<file path="config.mk">
export PLATFORM = sky130hd
export DESIGN_NAME = fmsp_serial_port
export DESIGN_NICKNAME = d
export VERILOG_FILES = /design/src/fmsp_pkg.sv /design/src/fmsp_rx_holding.sv /design/src/fmsp_baud_gen.sv /design/src/fmsp_serial_port.sv
export VERILOG_INCLUDE_DIRS = /design/src
export SDC_FILE = /design/constraint.sdc
export NUM_CORES = 1
export LEC_CHECK = 0
export ABC_CLOCK_PERIOD_IN_PS = 2600
export BUFFER_PORTS_ARGS = -buffer_cell sky130_fd_sc_hd__buf_2
export CORE_MARGIN = 1.5
export CORE_UTILIZATION = 55
export CTS_CLUSTER_DIAMETER = 120
export CTS_CLUSTER_SIZE = 16
export DETAILED_ROUTE_END_ITERATION = 12
export GPL_TIMING_DRIVEN = 0
export PLACE_DENSITY = 0.71
export RECOVER_POWER = 100
export SLEW_MARGIN = 0
export SYNTH_ARGS = -nofsm -noshare
export SYNTH_HDL_FRONTEND = slang
export SYNTH_HIERARCHICAL = 1
export SYNTH_SLANG_ARGS = --single-unit
</file>
<file path="constraint.sdc">
create_clock -name clk -period 2.6 [get_ports clk]
set_clock_uncertainty 0.1 [all_clocks]
set_input_delay 0 -clock clk [delete_from_list [all_inputs] [get_ports clk]]
set_output_delay 0 -clock clk [all_outputs]
set_load 0.05 [all_outputs]
</file>
<file path="src/fmsp_regs.svh">
// Purpose: register offsets, field positions, reset values, timing counts
// Assumes: byte-wide special register port
// Notes:   definitions only
`ifndef FMSP_REGS_SVH
`define FMSP_REGS_SVH

// register offsets
`define FMSP_ADDR_SERCTL  8'h10
`define FMSP_ADDR_SERBUF  8'h11
`define FMSP_ADDR_AUXTMR  8'h12
`define FMSP_ADDR_RATECTL 8'h13

// serial_control field positions
`define FMSP_SC_MODEHI    7
`define FMSP_SC_MODELO    6
`define FMSP_SC_MPEN      5
`define FMSP_SC_RXEN      4
`define FMSP_SC_TXNINTH   3
`define FMSP_SC_RXNINTH   2
`define FMSP_SC_TXDONE    1
`define FMSP_SC_RXDONE    0

// aux_timer_control field positions
`define FMSP_AT_RXSRC     5
`define FMSP_AT_TXSRC     4

// rate control field position
`define FMSP_RC_FAST      0

// reset values
`define FMSP_SERCTL_RST   8'h00
`define FMSP_AUXTMR_RST   8'h00
`define FMSP_FAST_RST     1'b0

// timing counts
`define FMSP_M0_LAST      4'hb
`define FMSP_M0_HALF      4'h6
`define FMSP_M0_SAMPLE    4'h5
`define FMSP_OVS_LAST     4'hf
`define FMSP_OVS_MID      4'h7
`define FMSP_PRE_FAST     2'h1
`define FMSP_PRE_SLOW     2'h3
`define FMSP_BITS_M1      4'h9
`define FMSP_BITS_M23     4'ha

`endif

</file>
<file path="src/fmsp_pkg.sv">
// Purpose: shared types of the serial port
// Assumes: constants live in fmsp_regs.svh
// Notes:   none
package fmsp_pkg;

  typedef enum logic [1:0] {
    FMSP_MODE_SHIFT,
    FMSP_MODE_ASYNC8,
    FMSP_MODE_ASYNC9_FIXED,
    FMSP_MODE_ASYNC9_VAR
  } fmsp_mode_type;

  typedef enum logic [1:0] {TX_IDLE, TX_SHIFT0, TX_FRAME} fmsp_tx_state_type;

  typedef enum logic [1:0] {RX_IDLE, RX_SHIFT0, RX_START, RX_DATA} fmsp_rx_state_type;

  typedef struct packed {
    logic       wr;
    logic       rd;
    logic [7:0] addr;
    logic [7:0] data;
  } fmsp_sfr_req_type;

endpackage

</file>
<file path="src/fmsp_rx_holding.sv">
// Purpose: receive holding register, separate from the transmit shifter
// Assumes: one byte deep
// Notes:   read data comes from a register
`timescale 1ns/100ps
module fmsp_rx_holding
  import fmsp_pkg::*;
(
  input  wire logic       clk,
  input  wire logic       rst_n,
  input  wire logic       wrEn,
  input  wire logic [7:0] wrData,
  output logic [7:0]      rdData
);

  always_ff @(posedge clk or negedge rst_n) begin
    if (!rst_n) begin
      rdData <= 8'h00;
    end else if (wrEn) begin
      rdData <= wrData;
    end
  end

endmodule

</file>
<file path="src/fmsp_baud_gen.sv">
// Purpose: 16x oversample enables for transmitter and receiver
// Assumes: timer overflow inputs are one-cycle pulses
// Notes:   mode 0 timing is kept by the main block
`timescale 1ns/100ps
`include "fmsp_regs.svh"
module fmsp_baud_gen
  import fmsp_pkg::*;
(
  input  wire logic          clk,
  input  wire logic          rst_n,
  input  wire fmsp_mode_type mode,
  input  wire logic          fastRate,
  input  wire logic          txSrcT2,
  input  wire logic          rxSrcT2,
  input  wire logic          t1Ovf,
  input  wire logic          t2Ovf,
  output logic               txTick,
  output logic               rxTick
);

  logic [1:0] preQ;
  logic       preHit;

  assign preHit = (preQ == (fastRate ? `FMSP_PRE_FAST : `FMSP_PRE_SLOW));

  always_ff @(posedge clk or negedge rst_n) begin
    if (!rst_n) begin
      preQ <= 2'h0;
    end else if (preHit) begin
      preQ <= 2'h0;
    end else begin
      preQ <= preQ + 2'h1;
    end
  end

  always_ff @(posedge clk or negedge rst_n) begin
    if (!rst_n) begin
      txTick <= 1'b0;
      rxTick <= 1'b0;
    end else begin
      case (mode)
        FMSP_MODE_ASYNC9_FIXED: begin
          txTick <= preHit;
          rxTick <= preHit;
        end
        FMSP_MODE_ASYNC8, FMSP_MODE_ASYNC9_VAR: begin
          txTick <= txSrcT2 ? t2Ovf : t1Ovf;
          rxTick <= rxSrcT2 ? t2Ovf : t1Ovf;
        end
        default: begin
          txTick <= 1'b0;
          rxTick <= 1'b0;
        end
      endcase
    end
  end
endmodule

</file>
<file path="src/fmsp_serial_port.sv">
// Purpose: four-mode full-duplex serial port with receive buffering
// Assumes: byte-wide register port, timer overflow pulses from outside
// Notes:   one clock, 20 MHz
// How it works
// - tx clocked by timer 2 when selected
// - rx clocked by timer 2 when selected
// - timer 2 baud role when either select set
// - async transmitter and receiver run independently
// - new byte received while old unread
// - one address, write tx, read rx
// - mode 0 data on rxd, clock on txd
// - mode 1 frame start, 8 data, stop
// - mode 1 stop bit into received ninth
// - modes 2/3 frame with ninth bit
// - modes 2/3 store ninth, ignore stop
// - mode 2 rate osc/32 or osc/64
// - mode 3 equals mode 2, timer rate
// - buffer write starts a transmission
// - mode 0 rx starts on done clear, enabled
// - async rx starts on start bit, enabled
// - filter passes only ninth bit set
// - filter ignored in mode 0
// - mode 1 filter needs valid stop
`timescale 1ns/100ps
`include "fmsp_regs.svh"
module fmsp_serial_port
  import fmsp_pkg::*;
(
  input  wire logic             clk,
  input  wire logic             rst_n,
  input  wire fmsp_sfr_req_type sfrReq,
  output logic [7:0]            sfrRdata,
  input  wire logic             t1Ovf,
  input  wire logic             t2Ovf,
  output logic                  baudGenMode,
  input  wire logic             rxdIn,
  output logic                  rxdOut,
  output logic                  rxdOe,
  output logic                  txdOut
);

  ////////////////////////////////////////////////////////////////////
  fmsp_mode_type     mode_q;
  fmsp_tx_state_type txState_q;
  fmsp_rx_state_type rxState_q;
  logic        mpEn_q, rxEn_q, txNinth_q, rxNinth_q, txDone_q, rxDone_q;
  logic [7:0]  auxTmr_q;
  logic        fast_q;
  logic        txTick, rxTick;
  logic [7:0]  rxHold;
  logic [3:0]  ph_q;
  logic [10:0] txSh_q;
  logic [3:0]  txBit_q, txSub_q;
  logic [9:0]  rxSh_q;
  logic [9:0]  rxShNext;
  logic [3:0]  rxBit_q, rxSub_q;
  logic [3:0]  rxNeed;
  logic        txSetDone, rxAccept, rxLast, rxDataSample;
  logic        rxNinthIn, rxStopIn;
  logic [7:0]  rxByteIn;
  logic        wrCtl, wrBuf, wrAux, wrRate, m0Start, m0Edge;

  function automatic logic hit(input fmsp_sfr_req_type r, input logic [7:0] a);
    hit = r.wr && (r.addr == a);
  endfunction

  assign wrCtl  = hit(sfrReq, `FMSP_ADDR_SERCTL);
  assign wrBuf  = hit(sfrReq, `FMSP_ADDR_SERBUF);
  assign wrAux  = hit(sfrReq, `FMSP_ADDR_AUXTMR);
  assign wrRate = hit(sfrReq, `FMSP_ADDR_RATECTL);

  ////////////////////////////////////////////////////////////////////
  fmsp_baud_gen u_baud (
    .clk      (clk),
    .rst_n    (rst_n),
    .mode     (mode_q),
    .fastRate (fast_q),
    .txSrcT2  (auxTmr_q[`FMSP_AT_TXSRC]),
    .rxSrcT2  (auxTmr_q[`FMSP_AT_RXSRC]),
    .t1Ovf    (t1Ovf),
    .t2Ovf    (t2Ovf),
    .txTick   (txTick),
    .rxTick   (rxTick)
  );

  fmsp_rx_holding u_hold (
    .clk    (clk),
    .rst_n  (rst_n),
    .wrEn   (rxAccept),
    .wrData (rxByteIn),
    .rdData (rxHold)
  );

  ////////////////////////////////////////////////////////////////////
  // control registers
  always_ff @(posedge clk or negedge rst_n) begin
    if (!rst_n) begin
      mode_q    <= FMSP_MODE_SHIFT;
      mpEn_q    <= 1'(`FMSP_SERCTL_RST >> `FMSP_SC_MPEN);
      rxEn_q    <= 1'b0;
      txNinth_q <= 1'b0;
    end else if (wrCtl) begin
      mode_q    <= fmsp_mode_type'({sfrReq.data[`FMSP_SC_MODEHI],
                                    sfrReq.data[`FMSP_SC_MODELO]});
      mpEn_q    <= sfrReq.data[`FMSP_SC_MPEN];
      rxEn_q    <= sfrReq.data[`FMSP_SC_RXEN];
      txNinth_q <= sfrReq.data[`FMSP_SC_TXNINTH];
    end
  end

  always_ff @(posedge clk or negedge rst_n) begin
    if (!rst_n) begin
      auxTmr_q    <= `FMSP_AUXTMR_RST;
      fast_q      <= `FMSP_FAST_RST;
      baudGenMode <= 1'b0;
    end else begin
      if (wrAux) begin
        auxTmr_q <= sfrReq.data;
      end
      if (wrRate) begin
        fast_q <= sfrReq.data[`FMSP_RC_FAST];
      end
      baudGenMode <= auxTmr_q[`FMSP_AT_RXSRC] | auxTmr_q[`FMSP_AT_TXSRC];
    end
  end

  // sticky flags: hardware set wins over a software write
  always_ff @(posedge clk or negedge rst_n) begin
    if (!rst_n) begin
      txDone_q  <= 1'b0;
      rxDone_q  <= 1'b0;
      rxNinth_q <= 1'b0;
    end else begin
      if (txSetDone) begin
        txDone_q <= 1'b1;
      end else if (wrCtl) begin
        txDone_q <= sfrReq.data[`FMSP_SC_TXDONE];
      end
      if (rxAccept) begin
        rxDone_q  <= 1'b1;
        rxNinth_q <= rxNinthIn;
      end else if (wrCtl) begin
        rxDone_q  <= sfrReq.data[`FMSP_SC_RXDONE];
        rxNinth_q <= sfrReq.data[`FMSP_SC_RXNINTH];
      end
    end
  end

  // read port: one address, two physical registers
  always_ff @(posedge clk or negedge rst_n) begin
    if (!rst_n) begin
      sfrRdata <= 8'h00;
    end else if (sfrReq.rd) begin
      case (sfrReq.addr)
        `FMSP_ADDR_SERCTL:  sfrRdata <= {mode_q, mpEn_q, rxEn_q, txNinth_q,
                                         rxNinth_q, txDone_q, rxDone_q};
        `FMSP_ADDR_SERBUF:  sfrRdata <= rxHold;
        `FMSP_ADDR_AUXTMR:  sfrRdata <= auxTmr_q;
        `FMSP_ADDR_RATECTL: sfrRdata <= {7'h00, fast_q};
        default:            sfrRdata <= 8'h00;
      endcase
    end
  end

  ////////////////////////////////////////////////////////////////////
  // mode 0 bit timer, osc/12, restarted by each shift start
  assign m0Start = (mode_q == FMSP_MODE_SHIFT) &&
                   (wrBuf || (rxState_q == RX_IDLE && txState_q == TX_IDLE &&
                              rxEn_q && !rxDone_q));
  assign m0Edge  = (ph_q == `FMSP_M0_LAST);

  always_ff @(posedge clk or negedge rst_n) begin
    if (!rst_n) begin
      ph_q <= 4'h0;
    end else if (m0Start || m0Edge) begin
      ph_q <= 4'h0;
    end else begin
      ph_q <= ph_q + 4'h1;
    end
  end

  ////////////////////////////////////////////////////////////////////
  // transmitter
  assign txSetDone = ((txState_q == TX_SHIFT0) && m0Edge && txBit_q == 4'h7) ||
                     ((txState_q == TX_FRAME) && txTick && txSub_q == `FMSP_OVS_LAST &&
                      txBit_q == ((mode_q == FMSP_MODE_ASYNC8) ?
                                  `FMSP_BITS_M1 - 4'h1 : `FMSP_BITS_M23 - 4'h1));

  always_ff @(posedge clk or negedge rst_n) begin
    if (!rst_n) begin
      txState_q <= TX_IDLE;
      txSh_q    <= 11'h7ff;
      txBit_q   <= 4'h0;
      txSub_q   <= 4'h0;
    end else if (wrBuf) begin
      txBit_q <= 4'h0;
      txSub_q <= 4'h0;
      if (mode_q == FMSP_MODE_SHIFT) begin
        txState_q <= TX_SHIFT0;
        txSh_q    <= {3'h7, sfrReq.data};
      end else begin
        txState_q <= TX_FRAME;
        txSh_q    <= {1'b1, (mode_q == FMSP_MODE_ASYNC8) ? 1'b1 : txNinth_q,
                      sfrReq.data, 1'b0};
      end
    end else begin
      case (txState_q)
        TX_SHIFT0: begin
          if (m0Edge) begin
            txSh_q  <= {1'b1, txSh_q[10:1]};
            txBit_q <= txBit_q + 4'h1;
            if (txBit_q == 4'h7) begin
              txState_q <= TX_IDLE;
            end
          end
        end
        TX_FRAME: begin
          if (txTick) begin
            txSub_q <= txSub_q + 4'h1;
            if (txSub_q == `FMSP_OVS_LAST) begin
              txSh_q  <= {1'b1, txSh_q[10:1]};
              txBit_q <= txBit_q + 4'h1;
              if (txBit_q == ((mode_q == FMSP_MODE_ASYNC8) ?
                              `FMSP_BITS_M1 : `FMSP_BITS_M23)) begin
                txState_q <= TX_IDLE;
              end
            end
          end
        end
        default: txState_q <= TX_IDLE;
      endcase
    end
  end

  ////////////////////////////////////////////////////////////////////
  // receiver, separate state from the transmitter
  assign rxNeed       = (mode_q == FMSP_MODE_ASYNC8) ? `FMSP_BITS_M1 : `FMSP_BITS_M23;
  assign rxDataSample = (rxState_q == RX_DATA) && rxTick && rxSub_q == `FMSP_OVS_LAST;
  assign rxShNext     = {rxdIn, rxSh_q[9:1]};
  assign rxLast       = rxDataSample && (rxBit_q == rxNeed - 4'h1);
  assign rxStopIn     = rxShNext[9];

  always_comb begin
    if (mode_q == FMSP_MODE_SHIFT) begin
      // all eight mode 0 samples are already in the shifter at the last edge
      rxByteIn  = rxSh_q[9:2];
      rxNinthIn = rxNinth_q;
    end else if (mode_q == FMSP_MODE_ASYNC8) begin
      rxByteIn  = rxShNext[8:1];
      rxNinthIn = rxStopIn;
    end else begin
      rxByteIn  = rxShNext[7:0];
      rxNinthIn = rxShNext[8];
    end
  end

  // an unread byte blocks the new one, which is then lost
  always_comb begin
    if (rxState_q == RX_SHIFT0) begin
      rxAccept = m0Edge && rxBit_q == 4'h7;
    end else if (!rxLast || rxDone_q) begin
      rxAccept = 1'b0;
    end else if (mode_q == FMSP_MODE_ASYNC8) begin
      rxAccept = !mpEn_q || rxStopIn;
    end else begin
      rxAccept = !mpEn_q || rxShNext[8];
    end
  end

  always_ff @(posedge clk or negedge rst_n) begin
    if (!rst_n) begin
      rxState_q <= RX_IDLE;
      rxSh_q    <= 10'h000;
      rxBit_q   <= 4'h0;
      rxSub_q   <= 4'h0;
    end else begin
      case (rxState_q)
        RX_IDLE: begin
          rxBit_q <= 4'h0;
          rxSub_q <= 4'h0;
          if (m0Start && !wrBuf) begin
            rxState_q <= RX_SHIFT0;
          end else if (mode_q != FMSP_MODE_SHIFT && rxEn_q && rxTick && !rxdIn) begin
            rxState_q <= RX_START;
          end
        end
        RX_SHIFT0: begin
          if (ph_q == `FMSP_M0_SAMPLE) begin
            rxSh_q <= rxShNext;
          end
          if (m0Edge) begin
            rxBit_q <= rxBit_q + 4'h1;
            if (rxBit_q == 4'h7) begin
              rxState_q <= RX_IDLE;
            end
          end
        end
        RX_START: begin
          if (rxTick) begin
            rxSub_q <= rxSub_q + 4'h1;
            if (rxSub_q == `FMSP_OVS_MID) begin
              rxSub_q   <= 4'h0;
              rxState_q <= rxdIn ? RX_IDLE : RX_DATA; // false start rejected
            end
          end
        end
        RX_DATA: begin
          if (rxTick) begin
            rxSub_q <= rxSub_q + 4'h1;
          end
          if (rxDataSample) begin
            rxSh_q  <= rxShNext;
            rxBit_q <= rxBit_q + 4'h1;
            if (rxLast) begin
              rxState_q <= RX_IDLE;
            end
          end
        end
        default: rxState_q <= RX_IDLE;
      endcase
    end
  end

  ////////////////////////////////////////////////////////////////////
  // pins
  always_ff @(posedge clk or negedge rst_n) begin
    if (!rst_n) begin
      txdOut <= 1'b1;
      rxdOut <= 1'b1;
      rxdOe  <= 1'b0;
    end else if (txState_q == TX_SHIFT0 || rxState_q == RX_SHIFT0) begin
      txdOut <= (ph_q >= `FMSP_M0_HALF);
      rxdOut <= txSh_q[0];
      rxdOe  <= (txState_q == TX_SHIFT0);
    end else begin
      txdOut <= (txState_q == TX_FRAME) ? txSh_q[0] : 1'b1;
      rxdOut <= 1'b1;
      rxdOe  <= 1'b0;
    end
  end
endmodule

</file>
==> run summary, run 1 <==
For this block, the initial DRC count from the detailed router was 101. The flow ran to the end, but the final reports show violations. The net count after synthesis came out at 410. The critical path in this run is classified as flip-flop to flip-flop.

The logs give 31 for the number of cell rows and 8250 µm² for the area of the die. Average size of a mapped cell: 11.2 µm². The run gives 52 as the maximum number of pins on one net before global-route repair.

TritonCTS built the clock tree. For this block, the routed nets add up to 8560 µm of wire. Of the total synthesized cell area, the portion taken by full adders, half adders and majority gates is 2.06%. The global-route wire length before repair was 14200 µm; the number of failing setup endpoints in the final timing report was 0. The number of distinct library cell variants in the gate-level netlist after synthesis was 51; the clock network latency to the later pin of the worst-skew pair was 350 ps. Pin placement for this block handled 35 I/O pins. Of the available clock period, the critical path in the final layout requires 92.5%. The H-tree was split into 3 levels. The post-detailed-placement half-perimeter wirelength was 6080 µm; the number of endpoints with negative hold slack in the final report was 0.

For this run, the total global-route usage over all layers was measured as 22.0%. The run gives 544 as the count of non-filler cells in the finished layout. The number of fill cells was 583; the total number of nets in the final design was 470. The run gives 2954 as the number of global-route vias before repair. The die is 90.8 µm tall. The number of antenna violations at the first check in global routing was 0. The synthesized design devotes to its leading area cell type 42.5% of total area. STA classifies the critical path endpoint as a flip-flop. The area of the core was 7370 µm²; the smallest hold slack was 113 ps. After clock tree synthesis, the clock-pin slew on the worst setup and hold paths is 90 ps. The detailed-route DRC error count was 0. After detailed routing, the number of vias per cell comes to 5.45. Summing over every cut layer, the via total after detailed routing is 2965.

Of the total synthesized cell area, the portion taken by XOR and XNOR cells is 2.89%. The compound-cell area share of the yosys netlist was 9.29%; the post-synthesis instance total was 380. Power spread over the standard cell area amounts to 684 nW/µm². The flip-flop cell with the highest count after synthesis is dfrtp_1. The horizontal die dimension is 90.8 µm.

The total setup buffers inserted after CTS is 0, and the clock net sink count is 84. The number of antenna diodes in the final layout is 0. The largest buffer count on any clock path was 2; the data arrival at the endpoint of the critical path was 2550 ps.

In this run the worst path has a maximum fanout of 8. The final reports fail on max-capacitance violations, max-slew violations. By area, the combinational part of the netlist is dominated by multiplexers.

Total clock buffers created by CTS: 9. Ranked by total cell area, the synthesized netlist is headed by dfrtp_1 42%, mux2_2 8.5%, dfstp_2 7.4%. Of all flip-flops after synthesis, the portion carrying an async set or reset was 100%.

In this run, synthesis inferred 0 flip-flops with an integrated enable. The run gives 49.9% as the sequential share of the synthesized area. The minimum period implied by the final worst setup slack was 2410 ps.

The logs give 1 for the reported max-cap violation count and 34 for the max-slew violation count. The signed area change from the synthesized netlist to the final layout is 13.6%. Root buffer cell: clkbuf_8.

At the end of routability-driven placement, the weighted congestion stood at 0.762. The post-synthesis instance area is 4240 µm², and the starting density of the core is 57.6%. The internal reg-to-reg setup slack is 190 ps, and the mux contribution to synthesized area is 18.0%. During synthesis, Yosys emitted a total of 6 warnings. Leading area contributor after synthesis: dfrtp_1. Detailed-routing iteration count for the pre-antenna-repair pass: 4. In the final routed layout, each cell accounts on average for 15.7 µm. Setup repair after global routing left no endpoint under its margin. The tools report the nature of the critical path startpoint as a flip-flop.

The synthesized flop and latch total came out at 84. The logs give 0.00213 µW for the total leakage power and 0 for the remaining global-route overflow. Port buffering added 33 buffers.

In this run the tightest slew margin relative to its limit is -28.1%. The count of nets left with antenna violations once routing finished came out at 0. The logs give 416 MHz for the peak clock frequency supported by timing and 0 ps for the total negative slack. Of the cells placed in the final design, the portion with a size suffix greater than 1 is 22.2%.

The worst-margin pin slew is 1920 ps. The number of placed instances with taps included was 513. The min-delay analysis places its worst path in the category primary input to flip-flop. Summing the areas of all and, or, nand and nor instances in the mapped netlist gives 13.7% of the synthesized area. Across the VDD grid, the largest voltage drop is 0.306 mV. The tools report the required arrival time at the worst endpoint as 2740 ps.
## where the power goes
group	internal, µW	switching, µW
combinational	294	375
sequential	1540	160
clock	447	482
## worst max-delay path: stages, from the launching register on
cell and delay (ps):
dfrtp_1 420, ha_1 210, nand3b_1 240, or4_1 580, o21a_1 160, inv_1 70, buf_4 190, mux2_4 320
## placed cells by master, fill, tap and decap left out, types with 4 or more instances in the layout
cell type,n
a21oi_1,24
inv_1,21
a31oi_1,4
clkbuf_8,9
mux2_2,32
buf_2,20
and2_1,7
nand3_1,8
clkbuf_1,26
xor2_1,7
mux2_4,8
nor3_1,7
xnor2_1,7
dlygate4sd3_1,15
o21ai_0,10
nand2_1,23
mux2i_1,26
nand2b_1,8
ha_1,7
dfstp_2,12
or2_2,4
nor2_1,28
a211oi_1,7
o22ai_1,11
dfrtp_1,72
## path summary, 6_finish.rpt
path	depth (start not counted)	startpoint	end
max in group asynchronous	2	rst_n	rxSh_q[4]$_DFFE_PN0P_
hold / removal	5	sfrReq[14]	fast_q$_DFFE_PN0P_
setup / recovery	7	ph_q[1]$_DFF_PN0_	u_hold/rdData[5]$_DFFE_PN0P_
min in group asynchronous	2	rst_n	ph_q[2]$_DFF_PN0_
setup reg to reg	7	ph_q[1]$_DFF_PN0_	u_hold/rdData[5]$_DFFE_PN0P_
hold reg to reg	1	u_baud/preQ[0]$_DFF_PN0_	u_baud/preQ[0]$_DFF_PN0_
## cells by family after synthesis
family	after synthesis
AOI/OAI and AO/OA	64
xor gates and xnor gates	14
adders and majority gates	7
buffers and inverters	39
DFF	84
muxes	67
and+or+nand+nor	105
## flip-flops by register name, summed over array words and instances (netlist names), 2 cells and up
| name | cells |
|---|---|
| rxSub_q | 4 |
| u_hold/rdData | 8 |
| txState_q | 2 |
| rxSh_q | 9 |
| ph_q | 4 |
| rxState_q | 2 |
| txSh_q | 10 |
| mode_q | 2 |
| auxTmr_q | 8 |
| txSub_q | 4 |
| txBit_q | 4 |
| rxBit_q | 4 |
| u_baud/preQ | 2 |
| sfrRdata | 8 |
## Yosys cell counts (3+ instances only)
library cell and number:
nand2b_1 8, xor2_1 7, inv_1 21, mux2_4 8, mux2i_1 26, clkbuf_1 9
a211oi_1 7, nand3b_1 3, dfstp_2 12, o22ai_1 10, nor3_1 7, or2_2 4
a31oi_1 4, o21ai_0 9, nand2_1 23, mux2_2 32, nand4_1 3, and2_1 7
nand3_1 7, xnor2_1 7, buf_6 3, dfrtp_1 72, a21oi_1 24, nor2_1 27
ha_1 7
## layout make-up
class                           count  area, µm²  share of cell area, %
Tap cell                           99        124                   2.57
Buffer                             18       76.3                   1.58
Sequential cell                    84       2120                   43.9
Multi-Input combinational cell    257       1900                   39.4
Inverter                           21       78.8                   1.64
Clock inverter                      7       75.1                   1.56
Clock buffer                        9        124                   2.57
Timing Repair Buffer               49        325                   6.75
## layer usage
layer | up-vias | GRT usage (%) | wire length (µm)
met5 | - | 0 | 0
met4 | 0 | 9.11 | 138
met1 | 1460 | 29.7 | 4160
li1 | 1460 | - | -
met3 | 11 | 3.11 | 197
met2 | 34 | 35.7 | 4060
## metrics by stage
step | util [%] | instance area, µm² | worst slack [ps] | total power, µW
finish | 65.4 | 4820 | 194 | 3300
global route | 65.4 | 4820 | 42.1 | 3480
CTS | 66.6 | 4910 | 176 | 3350
detailed placement | 61.9 | 4560 | 215 | 2390
global placement | 61.5 | 4530 | 246 | 2360
floorplan | - | 4240 | 467 | 2200
## timing repair
item                                   in CTS  in global routing
hold buffers                               15                  0
endpoints found under the hold margin     113                  0
gates resized for setup                     0                  0
No activity file was read; power rests on OpenSTA's default activity.
==> run 2, diff against run 1 <==
--- a/config.mk
+++ b/config.mk
@@ -16,6 +16,7 @@
 export GPL_TIMING_DRIVEN = 0
 export PLACE_DENSITY = 0.71
 export RECOVER_POWER = 100
+export REMOVE_ABC_BUFFERS = 1
 export SLEW_MARGIN = 0
 export SYNTH_ARGS = -nofsm -noshare
 export SYNTH_HDL_FRONTEND = slang
==> run summary, run 2 (synthesis gave the netlist of run 1 again) <==
The run finished, with violations left. The checks that failed: max-capacitance violations, max-slew violations. The number of design-rule violations left by the first detailed-router iteration was 135 (+34%); the worst-margin pin slew was 1980 ps (+56.5 ps). The clock network latency to the later pin of the worst-skew pair is 350 ps (about the same), and the remaining global-route overflow is 0 (unchanged). The number of cells on the worst reg-to-reg path is 6 (-1), and the global routing usage summed across all routing layers is 21.7% (-0.35 points). The critical path is of the flip-flop to flip-flop type. The endpoint of the worst-slack reg-to-reg timing path was u_hold/rdData[6]$_DFFE_PN0P_.

The run gives 527 (-3.1%) as the count of non-filler cells in the finished layout. The largest registers in the layout are txSh_q x10, rxSh_q x9. The tools report the total number of vias as 2908 (-1.9%). The tools report the nature of the critical path startpoint as a flip-flop. The number of placed instances with taps included came out at 496 (-3.3%). The worst hold path terminates at fast_q$_DFFE_PN0P_. Detail-routed via count per cell: 5.52 (+1.2%). The global-route wire length before repair came out at 14200 µm (-0.15%). The number of global-route vias before repair is 2913 (-1.4%), and the internal reg-to-reg setup slack is 170 ps (-20 ps).

The total clock buffers created by CTS came out at 9 (unchanged). The cell sitting at the root of the clock tree is a clkbuf_8. The placer's final routability congestion estimate came out at 0.784 (+2.9%). The number of cell rows is 31 (unchanged).

The number of levels in the clock H-tree came out at 3 (unchanged). The count of nets left with antenna violations after detail routing was 0 (unchanged); the max-slew violation count was 35 (+2.9%). The area of the core was 7370 µm² (unchanged).

The power density over the cells came out at 712 nW/µm² (+4.0%). The library cell used most frequently in the layout, excluding fill and tap cells, is dfrtp_1. The ratio of cells with drive above 1 in the final layout was 23.6% (+1.4 points). Number of antenna violations at the first check in global routing: 0 (unchanged). Leaving out fill and tap cells, the most frequent cells in the layout are 71 x dfrtp_1, 32 x mux2_2, 28 x nor2_1, 26 x mux2i_1, 24 x a21oi_1. The detailed-routing iteration count for the pre-antenna-repair pass is 4 (unchanged). The worst setup path is captured at a flip-flop.

The share of the cycle needed by the critical path after routing was 93.5% (+0.92 points); the count of antenna diodes in the layout was 0 (unchanged). The tools report the flip-flop and latch area as 2120 µm² (about the same). The boundary pin count was 35 (unchanged); the detailed-route DRC error count was 0 (unchanged). The number of stages on the worst hold path came out at 3 (-2).

The tools report the worst slew margin relative to its limit as -31.9% (-3.8 points). The number of flip-flops in the largest register is 10 (unchanged), and the largest buffer count on any clock path is 2 (unchanged). The multi-input gate area in the final layout is 1910 µm² (+0.86%). The number of endpoints with negative hold slack in the final report was 0 (unchanged); the total detailed-routing wirelength was 8280 µm (-3.2%). The horizontal die dimension came out at 90.8 µm (unchanged). The number of buffers added on ports came out at 34 (+3.0%). The worst register-to-register path begins at ph_q[0]$_DFF_PN0_. The starting density of the core was 57.6% (unchanged).

For the post-detailed-placement half-perimeter wirelength, the log shows 5810 µm (-4.5%). The clock net sink count was 84 (unchanged); the data arrival at the endpoint of the critical path was 2570 ps (+20 ps). The overall die height came out at 90.8 µm (unchanged). The tightest min-delay check is of the primary input to flip-flop type.

For the total negative slack, the log shows 0 ps (unchanged). The number of failing setup endpoints in the final timing report is 0 (unchanged). The placement-stage cell area is 4470 µm² (-2.1%), and the register clock-pin slew on the reported worst setup and hold paths is 80 ps (about the same). txSh_q holds more flip-flops than any other register. The area of the die is 8250 µm² (unchanged), and the total leakage power is 0.00211 µW (-0.74%). TritonCTS built the clock tree. The total number of nets in the final design came out at 453 (-3.6%). The tools report the maximum number of pins on one net before global-route repair as 51 (-1.9%). Setup repair after global routing left no endpoint under its margin.

The largest driver fanout on the critical path is 8 (unchanged), and the reported max-cap violation count is 1 (unchanged). The cell area after layout was 4790 µm² (-0.49%); the wire length per cell after detailed routing was 15.7 µm (about the same). The minimum period implied by the final worst setup slack was 2430 ps (+23.8 ps); the required arrival time at the worst endpoint was 2740 ps (about the same). The worst supply voltage drop on vdd is 0.323 mV (+5.7%).

In this run the most critical hold path is launched from sfrReq[8]. For the peak clock frequency supported by timing, the log shows 412 MHz (-0.98%). The tools report the number of fill cells as 619 (+6.2%). The signed area change from the synthesized netlist to the final layout works out to 13.0%.
[run 2: changes by cell type in the layout (fill, tap and decap cells not counted), sizes merged]
cell / delta
buf: -1
clkbuf: -16
clkinvlp: -2
inv: -1
bufinv: +1
clkinv: +2
[run 2: worst max-delay path, cell delays in order (launching register included)]
cell,delay [ps]
dfrtp_1,420
ha_1,210
nand3b_1,270
or4_1,590
o21a_1,180
clkinvlp_4,230
mux2_4,320
[run 2: stage by stage]
stage	setup slack (ps)	hold WS (ps)	utilization, %	power (µW)
2_1_floorplan	359	-396	-	2180
3_3_place_gp	41.5	185	60.2	2340
3_5_place_dp	23.8	-110	60.6	2390
4_1_cts	53.6	13.6	65.7	3450
5_1_grt	37.9	20.5	65.1	3600
6_report	170	20.5	65.1	3410
[run 2: area by class of cell]
class                      count  share of cell area [%]
clock buffer                   9                    2.58
clock inverter                 7                    2.09
inverter                      21                    1.72
multi-input combinational    257                    39.9
sequential                    84                    44.2
tap                           99                    2.58
timing repair buffer          50                    6.92
[run 2: report_power, final]
part	internal [µW]	leakage [µW]	switching (µW)
clock	548	0.000114	490
sequential	1540	0.00105	169
combinational	294	0.000946	372
total	2380	0.00211	1030
[run 2: worst max path at each step]
stage	cells after the start	startpoint	end	slack [ps]
2_1_floorplan	6	ph_q[0]$_DFF_PN0_	u_hold/rdData[0]$_DFFE_PN0P_	360
3_3_place_gp	6	mode_q[1]$_DFFE_PN0P_	u_hold/rdData[3]$_DFFE_PN0P_	40
3_5_place_dp	6	mode_q[1]$_DFFE_PN0P_	u_hold/rdData[2]$_DFFE_PN0P_	20
4_1_cts	6	ph_q[0]$_DFF_PN0_	u_hold/rdData[6]$_DFFE_PN0P_	50
5_1_grt	6	rxState_q[1]$_DFFE_PN0P_	u_hold/rdData[5]$_DFFE_PN0P_	40
6_report	6	ph_q[0]$_DFF_PN0_	u_hold/rdData[6]$_DFFE_PN0P_	170
[run 2: repair_timing]
action / in CTS / in global routing
pin swaps: 0 / 0
resized for setup: 1 / 2
buffers inserted: 0 / 0
hold buffers: 15 / 0
endpoints found under the setup margin: 1 / 8
endpoints found under the hold margin: 113 / 0
[run 2: routing by layer]
layer	wire (µm)	part of all wire (%)	track usage [%]
met5	0	0	0
met4	171	2.1	7.55
met3	250	3.0	4.38
met2	3940	48	34.3
met1	3930	47	29.7
